$ cat src/verilog/cnm_pkg.sv
// shared constants and types for the complement/negate/modulo datapath
package cnm_pkg;
  localparam logic [7:0] OP_COMPLEMENT_MOVE_BYTE     = 8'h8b;
  localparam logic [7:0] OP_COMPLEMENT_MOVE_HALF     = 8'h8a;
  localparam logic [7:0] OP_COMPLEMENT_MOVE_WORD     = 8'h88;
  localparam logic [7:0] OP_NEGATE_MOVE_BYTE         = 8'h8f;
  localparam logic [7:0] OP_NEGATE_MOVE_HALF         = 8'h8e;
  localparam logic [7:0] OP_NEGATE_MOVE_WORD         = 8'h8c;
  localparam logic [7:0] OP_REMAINDER_TWO_ADDR_BYTE  = 8'ha7;
  localparam logic [7:0] OP_REMAINDER_TWO_ADDR_HALF  = 8'ha6;
  localparam logic [7:0] OP_REMAINDER_TWO_ADDR_WORD  = 8'ha4;

  localparam logic [5:0]  DIV_CNT_LOAD = 6'h20;
  localparam logic [5:0]  DIV_CNT_LAST = 6'h01;
  localparam logic [31:0] MIN_BYTE     = 32'hffffff80;
  localparam logic [31:0] MIN_HALF     = 32'hffff8000;
  localparam logic [31:0] MIN_WORD     = 32'h80000000;
  localparam logic [31:0] MASK_BYTE    = 32'h000000ff;
  localparam logic [31:0] MASK_HALF    = 32'h0000ffff;
  localparam logic [31:0] MASK_WORD    = 32'hffffffff;
  localparam logic [31:0] RESULT_RST   = 32'h00000000;

  typedef enum logic [2:0] {
    SZ_BYTE = 3'b001,
    SZ_HALF = 3'b010,
    SZ_WORD = 3'b100
  } cnm_size_t;

  typedef enum logic [1:0] {
    ST_IDLE = 2'b01,
    ST_WAIT = 2'b10
  } cnm_state_t;
endpackage : cnm_pkg

$ cat src/verilog/cnm_div_if.sv
// handshake between the datapath and its remainder unit
`timescale 1ns/1ns
interface cnm_div_if;
  logic        start;
  logic [31:0] dividend;
  logic [31:0] divisor;
  logic [31:0] rem;
  logic        done;
  modport ctl  (output start, output dividend, output divisor, input rem, input done);
  modport unit (input start, input dividend, input divisor, output rem, output done);
endinterface : cnm_div_if

$ cat src/verilog/cnm_rem_unit.sv
// unsigned restoring remainder unit, one quotient bit per cycle
`timescale 1ns/1ns
module cnm_rem_unit
  import cnm_pkg::*;
(
  input wire logic clk,
  input wire logic rst_n,
  cnm_div_if.unit  div
);
  logic [5:0]  cnt_r;
  logic [5:0]  cnt_nxt;
  logic [31:0] rem_r;
  logic [31:0] rem_nxt;
  logic [31:0] quo_r;
  logic [31:0] quo_nxt;
  logic [31:0] dvs_r;
  logic [31:0] dvs_nxt;
  logic        done_r;
  logic        done_nxt;
  logic [32:0] trial;
  logic [32:0] diff;

  always_comb begin
    trial    = {rem_r, quo_r[31]};
    diff     = trial - {1'b0, dvs_r};
    cnt_nxt  = cnt_r;
    rem_nxt  = rem_r;
    quo_nxt  = quo_r;
    dvs_nxt  = dvs_r;
    done_nxt = 1'b0;
    if (div.start) begin
      rem_nxt = 32'h00000000;
      quo_nxt = div.dividend;
      dvs_nxt = div.divisor;
      cnt_nxt = DIV_CNT_LOAD;
    end else if (cnt_r != 6'h00) begin
      // borrow out of diff means the trial is below the divisor: keep it
      quo_nxt  = {quo_r[30:0], 1'b0};
      rem_nxt  = diff[32] ? trial[31:0] : diff[31:0];
      cnt_nxt  = cnt_r - 6'h01;
      done_nxt = (cnt_r == DIV_CNT_LAST);
    end
  end

  always_ff @(posedge clk) begin
    if (!rst_n) begin
      cnt_r  <= 6'h00;
      rem_r  <= 32'h00000000;
      quo_r  <= 32'h00000000;
      dvs_r  <= 32'h00000000;
      done_r <= 1'b0;
    end else begin
      cnt_r  <= cnt_nxt;
      rem_r  <= rem_nxt;
      quo_r  <= quo_nxt;
      dvs_r  <= dvs_nxt;
      done_r <= done_nxt;
    end
  end

  assign div.rem  = rem_r;
  assign div.done = done_r;
endmodule : cnm_rem_unit

$ cat src/verilog/cnm_alu.sv
// complement-move, negate-move and two-address remainder datapath
`timescale 1ns/1ns
module cnm_alu
  import cnm_pkg::*;
(
  input  wire logic        CLK,
  input  wire logic        RST_N,
  input  wire logic        REQ_VALID,
  input  wire logic [7:0]  OPCODE,
  input  wire logic [31:0] SRC,
  input  wire logic [31:0] DST_IN,
  input  wire logic        DST_LITERAL,
  output logic             READY,
  output logic             DONE,
  output logic             WRITE_EN,
  output logic [31:0]      RESULT,
  output logic             FLAG_N,
  output logic             FLAG_Z,
  output logic             FLAG_C,
  output logic             FLAG_V,
  output logic             EXC_ILLEGAL_OPERAND,
  output logic             EXC_ZERO_DIVIDE,
  output logic             EXC_INT_OVERFLOW,
  output logic             EXC_BAD_OPCODE
);
  cnm_div_if div ();

  cnm_state_t  state_r;
  cnm_state_t  state_nxt;
  cnm_size_t   sz_r;
  cnm_size_t   sz_nxt;
  logic        ready_r;
  logic        ready_nxt;
  logic        done_r;
  logic        done_nxt;
  logic        wr_r;
  logic        wr_nxt;
  logic [31:0] res_r;
  logic [31:0] res_nxt;
  logic        n_r;
  logic        n_nxt;
  logic        z_r;
  logic        z_nxt;
  logic        c_r;
  logic        c_nxt;
  logic        v_r;
  logic        v_nxt;
  logic        ill_r;
  logic        ill_nxt;
  logic        zdv_r;
  logic        zdv_nxt;
  logic        ovf_r;
  logic        ovf_nxt;
  logic        bad_r;
  logic        bad_nxt;
  logic        start_r;
  logic        start_nxt;
  logic [31:0] dvd_r;
  logic [31:0] dvd_nxt;
  logic [31:0] dvs_r;
  logic [31:0] dvs_nxt;
  logic        sign_r;
  logic        sign_nxt;
  logic        mod_done_r;
  logic        mod_done_nxt;

  logic        accept;
  logic        is_cmp;
  logic        is_neg;
  logic        is_mod;
  cnm_size_t   sz;
  logic [31:0] src_s;
  logic [31:0] dst_s;
  logic [31:0] cmp_res;
  logic [31:0] neg_res;
  logic [31:0] size_min;
  logic [31:0] size_mask;
  logic [31:0] rem_s;
  logic [31:0] rem_t;

  function automatic logic [31:0] sext(input logic [31:0] v, input cnm_size_t s);
    case (s)
      SZ_BYTE: sext = {{24{v[7]}}, v[7:0]};
      SZ_HALF: sext = {{16{v[15]}}, v[15:0]};
      default: sext = v;
    endcase
  endfunction : sext

  function automatic logic [31:0] mag(input logic [31:0] v);
    mag = v[31] ? (32'h00000000 - v) : v;
  endfunction : mag

  assign accept = REQ_VALID && ready_r;

  always_comb begin
    is_cmp = 1'b0;
    is_neg = 1'b0;
    is_mod = 1'b0;
    sz     = SZ_WORD;
    case (OPCODE)
      OP_COMPLEMENT_MOVE_BYTE: begin
        is_cmp = 1'b1;
        sz     = SZ_BYTE;
      end
      OP_COMPLEMENT_MOVE_HALF: begin
        is_cmp = 1'b1;
        sz     = SZ_HALF;
      end
      OP_COMPLEMENT_MOVE_WORD: begin
        is_cmp = 1'b1;
      end
      OP_NEGATE_MOVE_BYTE: begin
        is_neg = 1'b1;
        sz     = SZ_BYTE;
      end
      OP_NEGATE_MOVE_HALF: begin
        is_neg = 1'b1;
        sz     = SZ_HALF;
      end
      OP_NEGATE_MOVE_WORD: begin
        is_neg = 1'b1;
      end
      OP_REMAINDER_TWO_ADDR_BYTE: begin
        is_mod = 1'b1;
        sz     = SZ_BYTE;
      end
      OP_REMAINDER_TWO_ADDR_HALF: begin
        is_mod = 1'b1;
        sz     = SZ_HALF;
      end
      OP_REMAINDER_TWO_ADDR_WORD: begin
        is_mod = 1'b1;
      end
      default: begin
        is_cmp = 1'b0;
      end
    endcase
  end

  // operands are signed at the selected size; results come out sign-extended
  always_comb begin
    src_s     = sext(SRC, sz);
    dst_s     = sext(DST_IN, sz);
    cmp_res   = ~src_s;
    neg_res   = sext(32'h00000000 - src_s, sz);
    size_min  = (sz == SZ_BYTE) ? MIN_BYTE : (sz == SZ_HALF) ? MIN_HALF : MIN_WORD;
    size_mask = (sz == SZ_BYTE) ? MASK_BYTE : (sz == SZ_HALF) ? MASK_HALF : MASK_WORD;
    rem_s     = sign_r ? (32'h00000000 - div.rem) : div.rem;
    rem_t     = sext(rem_s, sz_r);
  end

  always_comb begin
    state_nxt    = state_r;
    sz_nxt       = sz_r;
    done_nxt     = 1'b0;
    wr_nxt       = 1'b0;
    res_nxt      = res_r;
    n_nxt        = n_r;
    z_nxt        = z_r;
    c_nxt        = c_r;
    v_nxt        = v_r;
    ill_nxt      = 1'b0;
    zdv_nxt      = 1'b0;
    ovf_nxt      = 1'b0;
    bad_nxt      = 1'b0;
    start_nxt    = 1'b0;
    dvd_nxt      = dvd_r;
    dvs_nxt      = dvs_r;
    sign_nxt     = sign_r;
    mod_done_nxt = 1'b0;
    case (state_r)
      ST_IDLE: begin
        if (accept) begin
          done_nxt = 1'b1;
          if (!(is_cmp || is_neg || is_mod)) begin
            bad_nxt = 1'b1;
          end else if (DST_LITERAL) begin
            ill_nxt = 1'b1;
          end else if (is_cmp) begin
            wr_nxt  = 1'b1;
            res_nxt = cmp_res;
            n_nxt   = cmp_res[31];
            z_nxt   = (cmp_res == 32'h00000000);
            c_nxt   = 1'b0;
            v_nxt   = 1'b0; // inverting a sized value never needs truncation
          end else if (is_neg) begin
            wr_nxt  = 1'b1;
            res_nxt = neg_res;
            n_nxt   = neg_res[31];
            z_nxt   = (neg_res == 32'h00000000);
            c_nxt   = 1'b0;
            v_nxt   = (src_s == size_min);
          end else if (src_s == 32'h00000000) begin
            zdv_nxt = 1'b1;
          end else begin
            // divide magnitudes, then restore the dividend's sign
            done_nxt  = 1'b0;
            start_nxt = 1'b1;
            dvd_nxt   = mag(dst_s);
            dvs_nxt   = mag(src_s);
            sign_nxt  = dst_s[31];
            sz_nxt    = sz;
            state_nxt = ST_WAIT;
          end
        end
      end
      ST_WAIT: begin
        if (div.done) begin
          done_nxt     = 1'b1;
          wr_nxt       = 1'b1;
          mod_done_nxt = 1'b1;
          res_nxt      = rem_t;
          n_nxt        = rem_t[31];
          z_nxt        = (rem_t == 32'h00000000);
          c_nxt        = 1'b0;
          v_nxt        = (rem_t != rem_s);
          ovf_nxt      = (rem_t != rem_s);
          state_nxt    = ST_IDLE;
        end
      end
      default: begin
        state_nxt = ST_IDLE;
      end
    endcase
    ready_nxt = (state_nxt == ST_IDLE);
  end

  always_ff @(posedge CLK) begin
    if (!RST_N) begin
      state_r    <= ST_IDLE;
      sz_r       <= SZ_WORD;
      ready_r    <= 1'b0;
      done_r     <= 1'b0;
      wr_r       <= 1'b0;
      res_r      <= RESULT_RST;
      n_r        <= 1'b0;
      z_r        <= 1'b0;
      c_r        <= 1'b0;
      v_r        <= 1'b0;
      ill_r      <= 1'b0;
      zdv_r      <= 1'b0;
      ovf_r      <= 1'b0;
      bad_r      <= 1'b0;
      start_r    <= 1'b0;
      dvd_r      <= RESULT_RST;
      dvs_r      <= RESULT_RST;
      sign_r     <= 1'b0;
      mod_done_r <= 1'b0;
    end else begin
      state_r    <= state_nxt;
      sz_r       <= sz_nxt;
      ready_r    <= ready_nxt;
      done_r     <= done_nxt;
      wr_r       <= wr_nxt;
      res_r      <= res_nxt;
      n_r        <= n_nxt;
      z_r        <= z_nxt;
      c_r        <= c_nxt;
      v_r        <= v_nxt;
      ill_r      <= ill_nxt;
      zdv_r      <= zdv_nxt;
      ovf_r      <= ovf_nxt;
      bad_r      <= bad_nxt;
      start_r    <= start_nxt;
      dvd_r      <= dvd_nxt;
      dvs_r      <= dvs_nxt;
      sign_r     <= sign_nxt;
      mod_done_r <= mod_done_nxt;
    end
  end

  assign div.start    = start_r;
  assign div.dividend = dvd_r;
  assign div.divisor  = dvs_r;

  cnm_rem_unit u_rem (
    .clk   (CLK),
    .rst_n (RST_N),
    .div   (div)
  );

  assign READY               = ready_r;
  assign DONE                = done_r;
  assign WRITE_EN            = wr_r;
  assign RESULT              = res_r;
  assign FLAG_N              = n_r;
  assign FLAG_Z              = z_r;
  assign FLAG_C              = c_r;
  assign FLAG_V              = v_r;
  assign EXC_ILLEGAL_OPERAND = ill_r;
  assign EXC_ZERO_DIVIDE     = zdv_r;
  assign EXC_INT_OVERFLOW    = ovf_r;
  assign EXC_BAD_OPCODE      = bad_r;
endmodule : cnm_alu

$ cat config.mk
export PLATFORM = sky130hd
export DESIGN_NAME = cnm_alu
export DESIGN_NICKNAME = d
export VERILOG_FILES = /design/src/verilog/cnm_pkg.sv /design/src/verilog/cnm_div_if.sv /design/src/verilog/cnm_rem_unit.sv /design/src/verilog/cnm_alu.sv
export SDC_FILE = /design/constraint.sdc
export NUM_CORES = 1
export LEC_CHECK = 0
export BUFFER_PORTS_ARGS = -buffer_cell sky130_fd_sc_hd__buf_2
export CORE_ASPECT_RATIO = 1.4
export CORE_MARGIN = 2
export CORE_UTILIZATION = 55
export CTS_BUF_LIST = sky130_fd_sc_hd__clkbuf_16
export CTS_CLUSTER_SIZE = 12
export DETAILED_ROUTE_END_ITERATION = 8
export PLACE_DENSITY_LB_ADDON = 0.12
export SKIP_LAST_GASP = 1
export SLEW_MARGIN = 30
export SYNTH_ARGS = -nofsm -noshare
export SYNTH_HDL_FRONTEND = slang
export SYNTH_SLANG_ARGS = --single-unit
$ cat constraint.sdc
create_clock -name CLK -period 4.9 [get_ports CLK]
set_clock_uncertainty 0.2 [all_clocks]
set_input_delay 0.49 -clock CLK [delete_from_list [all_inputs] [get_ports CLK]]
set_output_delay 0.49 -clock CLK [all_outputs]
set_load 0.02 [all_outputs]
==> reports/results.txt <==
Root buffer cell: clkbuf_16
Sink Count: 215
Worst Max-Slew Pin Slew: 870 ps
1st-pass router iterations: 6
# IOs: 119
Initial Utilization: 56.1%
Max incr delay on CP: 500 ps
Port bufs: 117
Power per cell area: 434 nW/um^2
Delay-heaviest family, CP: simple AND/OR/NAND/NOR gates
Drt initial violations: 1,218
Final Non-Filler Cells: 2,442
Initial antenna violation count: 2
CP Buf/Inv Count: 2
Final Hold Fails: 0
TritonCTS buffer count: 24
Filler cell count: 2,462
Residual DRC: 0
Crit path from: OPCODE[4]
Die Ht: 197 um
Register-to-register setup slack: 700 ps
Worst EP arrival: 4610 ps
Worst setup path endpoint: div.divisor[5]
Peak supply drop: 0.000336 V
Final min period: 4390 ps
H-Tree Depth: 1
R2r worst-path depth: 12
Total track usage: 33.6%
CP Max Fanout: 34
Drt wl/cell: 19.7 um
First-pass GRT wire length: 75,400 um
Avg Inst Size Synth: 7.19 sq um
WP data required: 5130 ps
Max Cap Viol: 0
FFs w/ async S/R, synth: 0%
DR vias/cell: 6.22
Area Growth Syn to Fin: 12.1%
Gpl congestion: 1.02
Skew-Pair Late Insertion Delay: 550 ps
CTS clk-pin slew, worst paths: 60 ps
Slew Limit Fails: 0
Nets: 2,228
Synth unique cells: 83
Final core area utilization: 62.9%
Crit-path cells: buf_2, or3b_2, a21oi_1, nand3_1, ha_2, or3b_1, or2_1, or3_1, o41a_1, nor3_1, nor4_1, and2_2, buf_4, a211oi_1
Most frequent cells in the layout: 289 x nand2_1, 246 x nor2_1, 227 x a21oi_1
Startpoint Class: primary input
Leak pwr: 0.00620 uW
Die W: 142 um
Synth Flop Type: dfxtp_1
Antenna-violating nets left: 0
CTS tree: yes
Longest Clk Path Bufs: 3
Crit. End Element: flop
Vias: 15,200
Rel. slew slack: 42.0%
Cells after Synth: 2,043
Ant. Diodes: 0
Mapped cell area: 14,700 sq um
Largest net degree at the start of global routing: 96
Register area share after synthesis: 29.3%
Row Count: 70
Critical path depth: 14
HPWL Detailed: 35,800 um
Number of global-route vias before repair: 13,900
Syn_nets: 2,166
Synth warn: 0
Congestion Overflow GR: 0
CP max stage cell: and2_2
Final period util: 89.5%
Share of cells above drive strength 1: 11.9%
Worst setup path category: primary input to flop
FF+latch count, synth: 215
CTS resizes: 0
Capturing point of the worst reg2reg path: u_rem.div.rem[28]
EDFF count, synth: 0
Final wirelength: 48,000 um
Die area: 28,100 sq um
Worst hold start: DST_IN[1]
Reg-to-Reg Start: u_rem.div.rem[0]
Setup violations, final: 0
Status: finished clean
Fmax: 228 MHz
Core Region: 26,200 sq um
Placed Instances: 2,402
HP Class: primary input to flop
Most common cell after layout, fill and taps aside: nand2_1
RSZ-0062 raised after global routing: no
[cell families (layout without fill, tap and decap cells)]
family	count (synthesis)	after routing	share of synthesized area (%)
buffers and inverters	216	291	5.71
AO/OA/AOI/OAI	591	591	25.3
AND/OR/NAND/NOR	795	795	24.5
adder cells (fa/ha/maj)	47	47	4.05
other	1	1	0.0255
flip-flops	215	215	29.3
XOR/XNOR	126	126	7.51
multiplexers	52	52	3.57
[layout make-up]
cell class	instances	area [sq um]	share of cell area, %
repair buffers	186	1180	7.14
clock inverters	15	134	0.813
flip-flops and latches	215	4310	26.2
multi-input cells	1612	9590	58.2
clock buffers	24	601	3.65
well taps	324	405	2.46
inverters	66	250	1.52
[metrics by stage]
step           setup WS (ps)  area, sq um  hold slack, ps  TNS (ps)  power (uW)
3_5_place_dp            8.49        15700             246         0        5380
5_1_grt                  268        16500            48.1         0        7580
2_1_floorplan            278        14700             232         0        4560
3_3_place_gp           -13.3        15700             239     -13.3        5320
4_1_cts                  513        16500            28.6         0        7130
6_report                 512        16500            44.9         0        7140
[worst reg2reg max path, delay by kind of cell, from the launching register on]
| kind | cells | cell delay [ps] |
|---|---|---|
| simple gates | 2 | 500 |
| mux | 1 | 310 |
| buf+inv | 2 | 420 |
| compound gates | 6 | 1690 |
| flops | 1 | 510 |
| fa+ha+maj | 1 | 450 |
[layer usage]
metal | global-route usage [%] | part of all wire (%) | vias to the layer above | routed length (um)
met4 | 14.1 | 4.3 | 4 | 2040
met5 | 0 | 0.056 | - | 27
met2 | 57.4 | 48 | 555 | 23000
met3 | 3.73 | 6.0 | 119 | 2870
met1 | 42.9 | 42 | 7163 | 20100
li1 | - | - | 7354 | -
[cell usage after synthesis, types with 6 or more instances]
library cell  count  area, sq um
o211ai_1         26          195
a221oi_1         10         87.6
nor2_1          248          931
a2bb2oi_1        11         96.3
o21a_1            8         60.1
nand4_1          16          100
a21oi_1         228         1140
and2_1            9         56.3
nand2b_1         23          144
a311oi_1         15          131
o31ai_1          20          150
o21ai_0         116          581
a211oi_1         40          300
nor3b_1           6         45.0
nor3_1           39          195
buf_1            11         41.3
xor2_1           57          499
or3_1            33          206
o41ai_1           8         70.1
or4_1            10         75.1
a2111oi_0         7         61.3
a31oi_1          24          150
mux2i_1          49          490
inv_1            65          244
a21o_1           23          173
xnor2_1          69          604
nand3_1          53          265
nor2b_1          16          100
dfxtp_1         215         4300
nand2_1         290         1090
nor4_1           20          125
ha_1             46          576
clkbuf_1        130          488
[registers in the layout, summed over array words and instances (netlist names)]
signal and count:
EXC_ZERO_DIVIDE 1, READY 1, sz_r 3, DONE 1, u_rem.cnt_r 6, EXC_ILLEGAL_OPERAND 1, u_rem.dvs_r 32, div.dividend 32
state_r 2, FLAG_V 1, EXC_BAD_OPCODE 1, EXC_INT_OVERFLOW 1, RESULT 32, u_rem.div.rem 32, div.start 1, div.divisor 32
u_rem.quo_r 32, u_rem.div.done 1, WRITE_EN 1, sign_r 1, FLAG_Z 1
[what timing repair did]
action / CTS / global route
hold buffers: 1 / 0
hold endpoints to repair: 1 / 0
setup buffers: 0 / 0
[where the power goes]
| group | leakage, uW | switching, uW | internal (uW) |
|---|---|---|---|
| registers | 0.00174 | 214 | 1870 |
| logic | 0.00407 | 2060 | 1260 |
| clock network | 0.000383 | 742 | 992 |
| total | 0.00620 | 3010 | 4120 |
[worst min-delay path by stage]
stage / to / slack (ps) / depth (start not counted)
6_report: div.dividend[1] / 40 / 3
5_1_grt: div.dividend[1] / 50 / 3
4_1_cts: div.dividend[1] / 30 / 3
3_5_place_dp: RESULT[23] / 250 / 2
3_3_place_gp: div.dividend[21] / 240 / 2
2_1_floorplan: div.divisor[10] / 230 / 2
(Power assumes the default switching activity.)
